<file path="src/pkg/tes_pkg.sv">
// constants, field layouts and state carrier of the encoder/slave-mode front end
// assumes a 10 MHz timer clock and an avalon-mm register port with byte addresses
package tes_pkg;

  localparam int CNT_W = 16;
  localparam int N_IN = 4;
  localparam int ADDR_W = 5;

  // byte offsets of the register words
  localparam logic [ADDR_W-1:0] OFS_CTRL = 5'h00;
  localparam logic [ADDR_W-1:0] OFS_RELOAD = 5'h04;
  localparam logic [ADDR_W-1:0] OFS_COUNT = 5'h08;
  localparam logic [ADDR_W-1:0] OFS_CAPT = 5'h0c;
  localparam logic [ADDR_W-1:0] OFS_STAT = 5'h10;

  // input slots of the synchroniser and filter
  localparam int IN_CH0 = 0;
  localparam int IN_CH1 = 1;
  localparam int IN_CH2 = 2;
  localparam int IN_EXT = 3;

  // status bit positions
  localparam int STAT_CAPT = 0;
  localparam int STAT_TRIG = 1;
  localparam int STAT_COMM = 2;
  localparam int STAT_W = 3;
  localparam int DIR_BIT = 16;

  // slave mode select codes
  localparam logic [2:0] SM_OFF = 3'h0;
  localparam logic [2:0] SM_ENC0 = 3'h1;
  localparam logic [2:0] SM_ENC1 = 3'h2;
  localparam logic [2:0] SM_ENC01 = 3'h3;
  localparam logic [2:0] SM_RESTART = 3'h4;
  localparam logic [2:0] SM_PAUSE = 3'h5;
  localparam logic [2:0] SM_EVENT = 3'h6;
  localparam logic [2:0] SM_EXTCLK = 3'h7;

  // trigger source select codes with bit 2 set; below that, internal triggers 0 to 3
  localparam logic [1:0] TS_EDGE0 = 2'h0;
  localparam logic [1:0] TS_FE0 = 2'h1;
  localparam logic [1:0] TS_FE1 = 2'h2;
  localparam logic [1:0] TS_EXT = 2'h3;

  localparam logic [CNT_W-1:0] RELOAD_RST = 16'hffff;

  // control word, bit 0 at the bottom
  typedef struct packed {
    logic [3:0] channel_capture_filter;
    logic commutation_shadow_enable;
    logic commutation_update_control;
    logic ch1_channel_inverse_polarity;
    logic ch1_channel_polarity;
    logic ch0_channel_inverse_polarity;
    logic ch0_channel_polarity;
    logic [1:0] trigger_prescale;
    logic external_trigger_polarity;
    logic xor_input_select;
    logic [2:0] trigger_source_select;
    logic [2:0] slave_mode_select;
    logic counter_enable;
  } tes_ctrl_t;

  localparam int CTRL_W = $bits(tes_ctrl_t);

  typedef struct packed {
    tes_ctrl_t ctrl;
    logic [CNT_W-1:0] reload;
    logic [CNT_W-1:0] count;
    logic dir;
    logic [CNT_W-1:0] capture;
    logic [STAT_W-1:0] stat;
    logic [N_IN-1:0] sync1;
    logic [N_IN-1:0] sync2;
    logic [N_IN-1:0] sync3;
    logic [N_IN-1:0] lvl;
    logic [N_IN-1:0][3:0] fcnt;
    logic fe0_prev;
    logic fe1_prev;
    logic ci0_prev;
    logic ext_prev;
    logic [3:0] itr_prev;
    logic [2:0] ext_div;
    logic waitreq;
    logic [31:0] rdata;
    logic trig_pulse;
    logic comm_pulse;
  } tes_state_t;

endpackage

</file>
<file path="src/rtl/tes_timer_slave.sv">
// encoder, trigger selector and slave-mode counter of the timer front end
// assumes pins arrive asynchronously, internal triggers on clk, and an avalon-mm master
//
// Overview of operation
// encoder inputs come from filtered channel 0 and channel 1 pins
// slave mode codes 1, 2, 3 count on channel 0, channel 1 or both
// direction bit updates on every counted encoder transition
// encoder counts like a directional clock, wrapping between 0 and reload
// software loads the reload value before starting encoder counting
// direction follows edge type of one input and level of the other
// single-input encoder modes ignore edges on the other input
// xor select: any change on three inputs toggles channel 0, which captures count
// commutation control and shadow bits let an internal trigger commute directly
// restart clears on rising trigger, pause halts while low, event starts count
// trigger select: internal 0-3, edge detector, channel 0, channel 1, external
// external trigger uses its polarity bit, channels use their polarity bits
// internal triggers pass with no polarity, filter or prescale
// prescale setting one halves the external trigger edge rate
// slave mode code 6 is event mode, trigger edge starts counting
// slave mode code 4 is restart mode
`timescale 1ns/1ps
`default_nettype none

module tes_timer_slave
  import tes_pkg::*;
(
  input wire logic clk,
  input wire logic rst_n,
  input wire logic [ADDR_W-1:0] avs_address,
  input wire logic avs_read,
  input wire logic avs_write,
  input wire logic [31:0] avs_writedata,
  input wire logic [3:0] avs_byteenable,
  output logic [31:0] avs_readdata,
  output logic avs_waitrequest,
  input wire logic ch0_pin,
  input wire logic ch1_pin,
  input wire logic ch2_pin,
  input wire logic ext_trigger_pin,
  input wire logic [3:0] internal_trigger_input,
  output logic [CNT_W-1:0] count_value,
  output logic count_dir,
  output logic [CNT_W-1:0] channel0_capture_value,
  output logic trigger_event,
  output logic commutation_event
);

  tes_state_t s;
  tes_state_t n;

  always_comb begin
    logic ci0;
    logic filtered_channel0_input;
    logic filtered_channel1_input;
    logic channel0_edge_detect;
    logic ch0_trig_edge;
    logic ch1_trig_edge;
    logic enc_edge0;
    logic enc_edge1;
    logic ext_lvl;
    logic ext_rise;
    logic filtered_external_trigger;
    logic [2:0] div_max;
    logic [3:0] itr_rise;
    logic trg_edge;
    logic trg_lvl;
    logic tick;
    logic down;
    logic clear;
    logic cap_ev;
    logic [31:0] wmask;
    logic [31:0] merged;
    ci0 = 1'b0;
    filtered_channel0_input = 1'b0;
    filtered_channel1_input = 1'b0;
    channel0_edge_detect = 1'b0;
    ch0_trig_edge = 1'b0;
    ch1_trig_edge = 1'b0;
    enc_edge0 = 1'b0;
    enc_edge1 = 1'b0;
    ext_lvl = 1'b0;
    ext_rise = 1'b0;
    filtered_external_trigger = 1'b0;
    div_max = 3'h0;
    itr_rise = 4'h0;
    trg_edge = 1'b0;
    trg_lvl = 1'b0;
    tick = 1'b0;
    down = 1'b0;
    clear = 1'b0;
    cap_ev = 1'b0;
    wmask = 32'h0;
    merged = 32'h0;
    n = s;

    // three-stage synchroniser; only stages two and three feed the filter
    n.sync1 = {ext_trigger_pin, ch2_pin, ch1_pin, ch0_pin};
    n.sync2 = s.sync1;
    n.sync3 = s.sync2;
    for (int i = 0; i < N_IN; i++) begin
      if (s.sync2[i] == s.sync3[i] && s.sync3[i] != s.lvl[i]) begin
        if (s.fcnt[i] >= s.ctrl.channel_capture_filter) begin
          n.lvl[i] = s.sync3[i];
          n.fcnt[i] = 4'h0;
        end else begin
          n.fcnt[i] = s.fcnt[i] + 4'h1;
        end
      end else begin
        n.fcnt[i] = 4'h0;
      end
    end

    // channel 0 either plain or the xor of all three hall inputs
    ci0 = s.ctrl.xor_input_select ? ^s.lvl[IN_CH2:IN_CH0] : s.lvl[IN_CH0];
    filtered_channel0_input = ci0 ^ s.ctrl.ch0_channel_polarity;
    filtered_channel1_input = s.lvl[IN_CH1] ^ s.ctrl.ch1_channel_polarity;
    n.ci0_prev = ci0;
    n.fe0_prev = filtered_channel0_input;
    n.fe1_prev = filtered_channel1_input;
    channel0_edge_detect = ci0 ^ s.ci0_prev;
    enc_edge0 = filtered_channel0_input ^ s.fe0_prev;
    enc_edge1 = filtered_channel1_input ^ s.fe1_prev;
    // inverse polarity bit set means both edges are active, whatever the polarity bit
    ch0_trig_edge = s.ctrl.ch0_channel_inverse_polarity ? enc_edge0 :
                    (filtered_channel0_input & ~s.fe0_prev);
    ch1_trig_edge = s.ctrl.ch1_channel_inverse_polarity ? enc_edge1 :
                    (filtered_channel1_input & ~s.fe1_prev);

    // external trigger: polarity, then edge prescaler of 1, 2, 4 or 8
    ext_lvl = s.lvl[IN_EXT] ^ s.ctrl.external_trigger_polarity;
    n.ext_prev = ext_lvl;
    ext_rise = ext_lvl & ~s.ext_prev;
    div_max = 3'((4'h1 << s.ctrl.trigger_prescale) - 4'h1);
    if (ext_rise) begin
      if (s.ext_div >= div_max) begin
        n.ext_div = 3'h0;
        filtered_external_trigger = 1'b1;
      end else begin
        n.ext_div = s.ext_div + 3'h1;
      end
    end

    // internal triggers are taken as they come, no conditioning
    n.itr_prev = internal_trigger_input;
    itr_rise = internal_trigger_input & ~s.itr_prev;

    if (!s.ctrl.trigger_source_select[2]) begin
      trg_edge = itr_rise[s.ctrl.trigger_source_select[1:0]];
      trg_lvl = internal_trigger_input[s.ctrl.trigger_source_select[1:0]];
    end else begin
      unique case (s.ctrl.trigger_source_select[1:0])
        TS_EDGE0: begin
          trg_edge = channel0_edge_detect;
          trg_lvl = ci0;
        end
        TS_FE0: begin
          trg_edge = ch0_trig_edge;
          trg_lvl = filtered_channel0_input;
        end
        TS_FE1: begin
          trg_edge = ch1_trig_edge;
          trg_lvl = filtered_channel1_input;
        end
        TS_EXT: begin
          trg_edge = filtered_external_trigger;
          trg_lvl = ext_lvl;
        end
      endcase
    end

    // register port: one wait cycle, then the access completes
    n.waitreq = ~((avs_read | avs_write) & s.waitreq);
    if (avs_read && s.waitreq) begin
      unique case (avs_address)
        OFS_CTRL: n.rdata = 32'(s.ctrl);
        OFS_RELOAD: n.rdata = 32'(s.reload);
        OFS_COUNT: n.rdata = 32'(s.count) | (32'(s.dir) << DIR_BIT);
        OFS_CAPT: n.rdata = 32'(s.capture);
        OFS_STAT: n.rdata = 32'(s.stat);
        default: n.rdata = 32'h0;
      endcase
    end
    wmask = {{8{avs_byteenable[3]}}, {8{avs_byteenable[2]}}, {8{avs_byteenable[1]}}, {8{avs_byteenable[0]}}};
    if (avs_write && !s.waitreq) begin
      unique case (avs_address)
        OFS_CTRL: begin
          merged = (32'(s.ctrl) & ~wmask) | (avs_writedata & wmask);
          n.ctrl = tes_ctrl_t'(merged[CTRL_W-1:0]);
        end
        OFS_RELOAD: begin
          merged = (32'(s.reload) & ~wmask) | (avs_writedata & wmask);
          n.reload = merged[CNT_W-1:0];
        end
        OFS_STAT: n.stat = s.stat & ~(avs_writedata[STAT_W-1:0] & wmask[STAT_W-1:0]);
        default: begin
        end
      endcase
    end

    // counting; hardware sets below override a same-cycle software write
    unique case (s.ctrl.slave_mode_select)
      SM_ENC0: begin
        tick = s.ctrl.counter_enable & enc_edge0;
        down = ~(filtered_channel0_input ^ filtered_channel1_input);
      end
      SM_ENC1: begin
        tick = s.ctrl.counter_enable & enc_edge1;
        down = filtered_channel0_input ^ filtered_channel1_input;
      end
      SM_ENC01: begin
        tick = s.ctrl.counter_enable & (enc_edge0 | enc_edge1);
        // simultaneous edges cannot come from a real encoder; channel 0 wins
        down = enc_edge0 ? ~(filtered_channel0_input ^ filtered_channel1_input) :
               (filtered_channel0_input ^ filtered_channel1_input);
      end
      SM_RESTART: begin
        tick = s.ctrl.counter_enable;
        clear = trg_edge;
      end
      SM_PAUSE: tick = s.ctrl.counter_enable & trg_lvl;
      SM_EVENT: begin
        if (trg_edge) begin
          n.ctrl.counter_enable = 1'b1;
        end
        tick = s.ctrl.counter_enable;
      end
      SM_EXTCLK: tick = s.ctrl.counter_enable & trg_edge;
      default: tick = s.ctrl.counter_enable;
    endcase

    if (clear) begin
      n.count = '0;
      n.dir = 1'b0;
    end else if (tick) begin
      n.dir = down;
      // reload must be set before counting starts, or the wrap point is stale
      if (down) begin
        n.count = (s.count == '0) ? s.reload : s.count - 16'h1;
      end else begin
        n.count = (s.count >= s.reload) ? '0 : s.count + 16'h1;
      end
    end

    // channel 0 capture; with xor every hall change counts
    cap_ev = s.ctrl.xor_input_select ? channel0_edge_detect : ch0_trig_edge;
    if (cap_ev) begin
      n.capture = s.count;
      n.stat[STAT_CAPT] = 1'b1;
    end

    n.trig_pulse = trg_edge & (s.ctrl.slave_mode_select != SM_OFF);
    if (n.trig_pulse) begin
      n.stat[STAT_TRIG] = 1'b1;
    end

    n.comm_pulse = s.ctrl.commutation_update_control & s.ctrl.commutation_shadow_enable &
                   ~s.ctrl.trigger_source_select[2] & trg_edge;
    if (n.comm_pulse) begin
      n.stat[STAT_COMM] = 1'b1;
    end
  end

  always_ff @(posedge clk) begin
    if (!rst_n) begin
      s <= '0;
      s.reload <= RELOAD_RST;
      s.waitreq <= 1'b1;
    end else begin
      s <= n;
    end
  end

  assign avs_readdata = s.rdata;
  assign avs_waitrequest = s.waitreq;
  assign count_value = s.count;
  assign count_dir = s.dir;
  assign channel0_capture_value = s.capture;
  assign trigger_event = s.trig_pulse;
  assign commutation_event = s.comm_pulse;

endmodule

`default_nettype wire

</file>
<file path="config.mk">
export PLATFORM = sky130hd
export DESIGN_NAME = tes_timer_slave
export DESIGN_NICKNAME = d
export VERILOG_FILES = /design/src/pkg/tes_pkg.sv /design/src/rtl/tes_timer_slave.sv
export SDC_FILE = /design/constraint.sdc
export NUM_CORES = 1
export LEC_CHECK = 0
export BUFFER_PORTS_ARGS = -buffer_cell sky130_fd_sc_hd__buf_2
export CAP_MARGIN = 5
export CORE_MARGIN = 5
export CORE_UTILIZATION = 35
export CTS_CLUSTER_DIAMETER = 40
export DETAILED_ROUTE_END_ITERATION = 10
export GPL_ROUTABILITY_DRIVEN = 0
export HOLD_SLACK_MARGIN = 0.1
export PLACE_DENSITY = 0.6
export RECOVER_POWER = 100
export SYNTH_ARGS = -nofsm -noshare
export SYNTH_HDL_FRONTEND = slang
export SYNTH_SLANG_ARGS = --single-unit
export TNS_END_PERCENT = 10
</file>
<file path="constraint.sdc">
create_clock -name clk -period 3.9 [get_ports clk]
set_input_delay 0.195 -clock clk [delete_from_list [all_inputs] [get_ports clk]]
set_output_delay 0.195 -clock clk [all_outputs]
set_load 0.01 [all_outputs]
</file>
==> Word level (Yosys, flattened, before mapping) <==
Cells that the tools add are included.
Widths: inputs -> output; s select.
{ "op_classes": {"n_bitwise": 45, "shifts": 1, "magnitude_cmp": 7, "reduce_logical": 32, "muxes": 33, "div_mod_pow": 0, "add_sub_neg": 8, "n_mul": 0, "n_eq_ne": 22} }
{ "op_table": {"columns": ["cell", "count"], "rows": [
  ["$pmux 21 s5", 1],
  ["$mux 16", 4],
  ["$and 21x21->21", 2],
  ["$not 21->21", 1],
  ["$or 21x21->21", 1],
  ["$mux 1", 18],
  ["$reduce_and 2->1", 9],
  ["$mux 17", 1],
  ["$or 16x17->17", 1],
  ["$add 16x1->16 const B", 1],
  ["$add 4x1->4 const B", 4],
  ["$and 16x16->16", 1],
  ["$ge 16x16->1", 1],
  ["$ge 4x4->1", 4],
  ["$logic_not 16->1", 1],
  ["$or 16x16->16", 1],
  ["$sub 16x1->16 const B", 1],
  ["$and 1x1->1", 13],
  ["$eq 3x3->1 const B", 4],
  ["$reduce_bool 2->1", 6],
  ["$reduce_or 3->1", 4],
  ["$not 1->1", 11],
  ["$eq 5x4->1 const B", 2],
  ["$mux 3", 3],
  ["30 further kinds", 53]
]} }
{ "totals": {"regBits": 151, "input_bits": 53, "ram_bits": 0, "latch_bits": 0, "mem_bits_ro": 0, "elab_cells": 189, "mem_count": 0, "out_inout_bits": 68} }

==> Longest topological paths before layout <==
{ "logic_depth": {"ltp_word": 10, "depth_mapped": 16, "depth_no_buf": 13} }

==> Worst setup path before layout <==
No wires, ideal clock.
{ "synth_timing": {"path_kind": "register to register", "startpoint": "register s[63] in the netlist's numbering", "endpoint": "register s (netlist bit count_value[2])", "n_path_buf": 2, "path_stages_with_launch": 16, "synth_period_minus_slack_ps": 3049, "arrival_time_ps": 2989, "setup_time_ps": 61, "slack_ps": 851, "required_time_ps": 3839, "cell_sequence": "dfxtp_1 -> buf_4 -> xor2_1 -> nand2_2 -> xnor2_1 -> xnor2_1 -> ha_1 -> nor2b_1 -> o21a_1 -> a311o_1 -> nand2_1 -> o21bai_1 -> a31oi_2 -> and2_1 -> clkbuf_1 -> a32o_1"} }
{ "synth_lines": {"columns": ["element", "line", "rtl"], "rows": [
  ["from (decl)", "tes_timer_slave.sv:48", "tes_state_t s;"],
  ["from (signal assigned)", "tes_timer_slave.sv:269", "s <= n;"]
]} }

==> results.cfg <==
[timing]
tightest_slew_ns = 2.01
clock.fmax_mhz = 277
finalHoldViolCount = 0
skew_ns = 0.00727
whs_ns = 0.305
setup_viol = 0
grt_setup_unrepaired = no
slew_headroom_pct = -34.3
finalWorstPathRequiredPeriod_ns = 3.61
tns_ns = 0
final_max_slew_viol_count = 46
timing.final.crit_share_pct = 92.5

[finish]
postLayoutCoreUtil_pct = 39.9
final_common_cell = dfxtp_1
final_cell_mix = 140 x dfxtp_1, 92 x nor2_1, 83 x nand2_1, 64 x clkbuf_1, 61 x a21oi_1
drive_gt1_share_pct = 9.97
antennaDiodeCount = 0
area_delta_synth_final_pct = 12.7
nets = 1100
fillCellCount = 2310

[global_route]
use_met1_pct = 24.3
gr-usage-all-layers_pct = 18.1
grt_overflow = 0
grt_pass1_wl_um = 37100
grt_pass1_vias = 6587
grt_max_degree = 66
grtUsageMet3_pct = 3.27
busiest_layer = met2
antenna_found_initial = 0
use_met2_pct = 29.7

[clocking]
htree_num_levels = 4
ctsResizeCount = 0
cts.reportedPaths.clkPinSlew_ns = 0.06
numCtsBuffers = 17
root_buffer = clkbuf_16
clkSinkCount = 140
clk_latency_ns = 0.43
cts_tree = built
clockBufferDepth = 2

[drt]
avgViaCountPerCell = 5.26
routed_wl_um = 23600
antenna_left = 0
drc = 0
first_pass_iters = 6
drt_iter0_markers = 809
wire_per_inst_um = 18.2
vias = 6826

[setup_path]
arrival_ns = 3.98
max_stage_delay_ns = 0.46
crit_path_cell_trace = xor2_1, nand2_2, xnor2_1, xnor2_1, ha_1, nor2b_1, o21a_1, a311o_1, nand2_1, o21bai_1, a31oi_1, and2_0, a32o_1
critPathSlowestCell = and2_0
cpMostUsedCell = xnor2_1
worstSetupPathType = reg2reg
cp.required_ns = 4.27
crit_path_end_kind = register
crit_path_start_kind = register
crit_path_max_fanout = 7

[synth]
synth-xor-area-share_pct = 3.90
synth-simple-area-share_pct = 18.5
seq_area_frac_synth_pct = 35.1
synth_fa_ha_area_share_pct = 7.04
synth_compound_area_share_pct = 17.4
synth_top_area_cell = dfxtp_1
synth_async_sr_flop_share_pct = 0
synth_top_area_share_pct = 35.1
synth-edff-count = 0
synth_area_per_cell_um2 = 8.41
synthMuxAreaShare_pct = 6.03
synth_flop_cell = dfxtp_1
synth_cells = 951
synth_top_family_by_area = simple AND/OR/NAND/NOR gates
ys_types = 73
synth_area_leaders = dfxtp_1 35%, ha_1 7.0%, buf_4 6.5%
synth_area_um2 = 8000
synth-seq-cells = 140
yosys_warnings = 0

[die]
core_um2 = 22600
die_y_um = 161
rows = 55
ioPinCount = 121
die_area_um2 = 26000
start_util_pct = 35.4
die_width_um = 161

[pwr]
total_leakage_power_nw = 3.58
powerDensity_nw_per_um2 = 358
max-vdd-ir-drop_mv = 0.205

[outcome]
status = finished, violations left
violations = capacitance limit, slew limit

[hold_path]
hp-class = in2reg

[place]
portBuffers = 97
dp_hpwl_um = 16800

[job]
max-cap-violations = 1
-- area by class of cell --
type / count / area, um2 / area share, %
clock buffer: 19 / 453 / 5.03
clock inverter: 11 / 121 / 1.35
inverter: 45 / 174 / 1.93
multi-input combinational: 649 / 4270 / 47.4
sequential: 140 / 2800 / 31.1
tap: 285 / 357 / 3.96
timing repair buffer: 149 / 833 / 9.25
-- what timing repair did --
item                                   CTS  global route
buffers inserted                         0             0
endpoints found under the hold margin   45             0
hold buffers                            31             0
-- cell usage after synthesis, drive strengths merged (3+ instances only) --
cell type	instances
a21o	11
a21oi	62
a222oi	16
a22oi	4
a31o	4
a31oi	7
a32o	7
and2	39
and3	15
buf	82
clkbuf	45
dfxtp	140
ha	45
inv	45
mux2	4
mux2i	41
nand2	84
nand2b	8
nand3	21
nand3b	3
nor2	92
nor2b	11
nor3	11
nor3b	3
nor4	3
o211ai	22
o21ai	40
o221ai	3
o32ai	6
or3	5
or4	3
xnor2	22
xor2	11
-- through the flow --
step	cells	setup WS, ns	total power [mW]	cell area, um2
2_1_floorplan	961	0.851	1.58	8030
3_5_place_dp	1237	0.537	1.63	8250
4_1_cts	1298	0.459	3.26	9130
3_3_place_gp	1237	0.550	1.63	8250
6_report	1298	0.294	3.23	9010
5_1_grt	1298	0.0149	3.33	9010
-- where the power goes --
part / internal, mW / total (mW) / switching, mW / leakage, nW
combinational: 0.0673 / 0.174 / 0.107 / 2.18
sequential: 1.44 / 1.45 / 0.00725 / 1.13
clock: 0.964 / 1.61 / 0.642 / 0.269
total: 2.47 / 3.23 / 0.756 / 3.58
-- worst paths after layout --
check                          from              to  slack, ns  cells after the start
hold / removal    avs_byteenable[0]           s[79]       0.31                      4
setup reg to reg              s[64]  count_value[5]       0.29                     13
hold reg to reg               n[72]           n[68]       0.43                      1
setup / recovery              s[64]  count_value[5]       0.29                     13
-- worst max-delay path: cells and delay by family, from the launching register on --
kind / cells / cell delay (ns)
AO/OA/AOI/OAI: 5 / 1.28
adder cells (fa/ha/maj): 1 / 0.33
flip-flops: 1 / 0.45
AND/OR/NAND/NOR: 4 / 0.74
XOR/XNOR: 3 / 0.75
-- metal layers --
layer | up-vias | part of all wire [%]
li1 | 3341 | -
met1 | 3214 | 46
met2 | 245 | 47
met3 | 26 | 5.9
met4 | 0 | 1.7
met5 | - | 0
-- cell families after synthesis --
group	count (synthesis)
AO/OA/AOI/OAI	205
XOR/XNOR	34
AND/OR/NAND/NOR	308
adder cells (fa/ha/maj)	45
buffers and inverters	172
flip-flops	140
other	1
multiplexers	46
No activity file was read; power rests on OpenSTA's default activity.
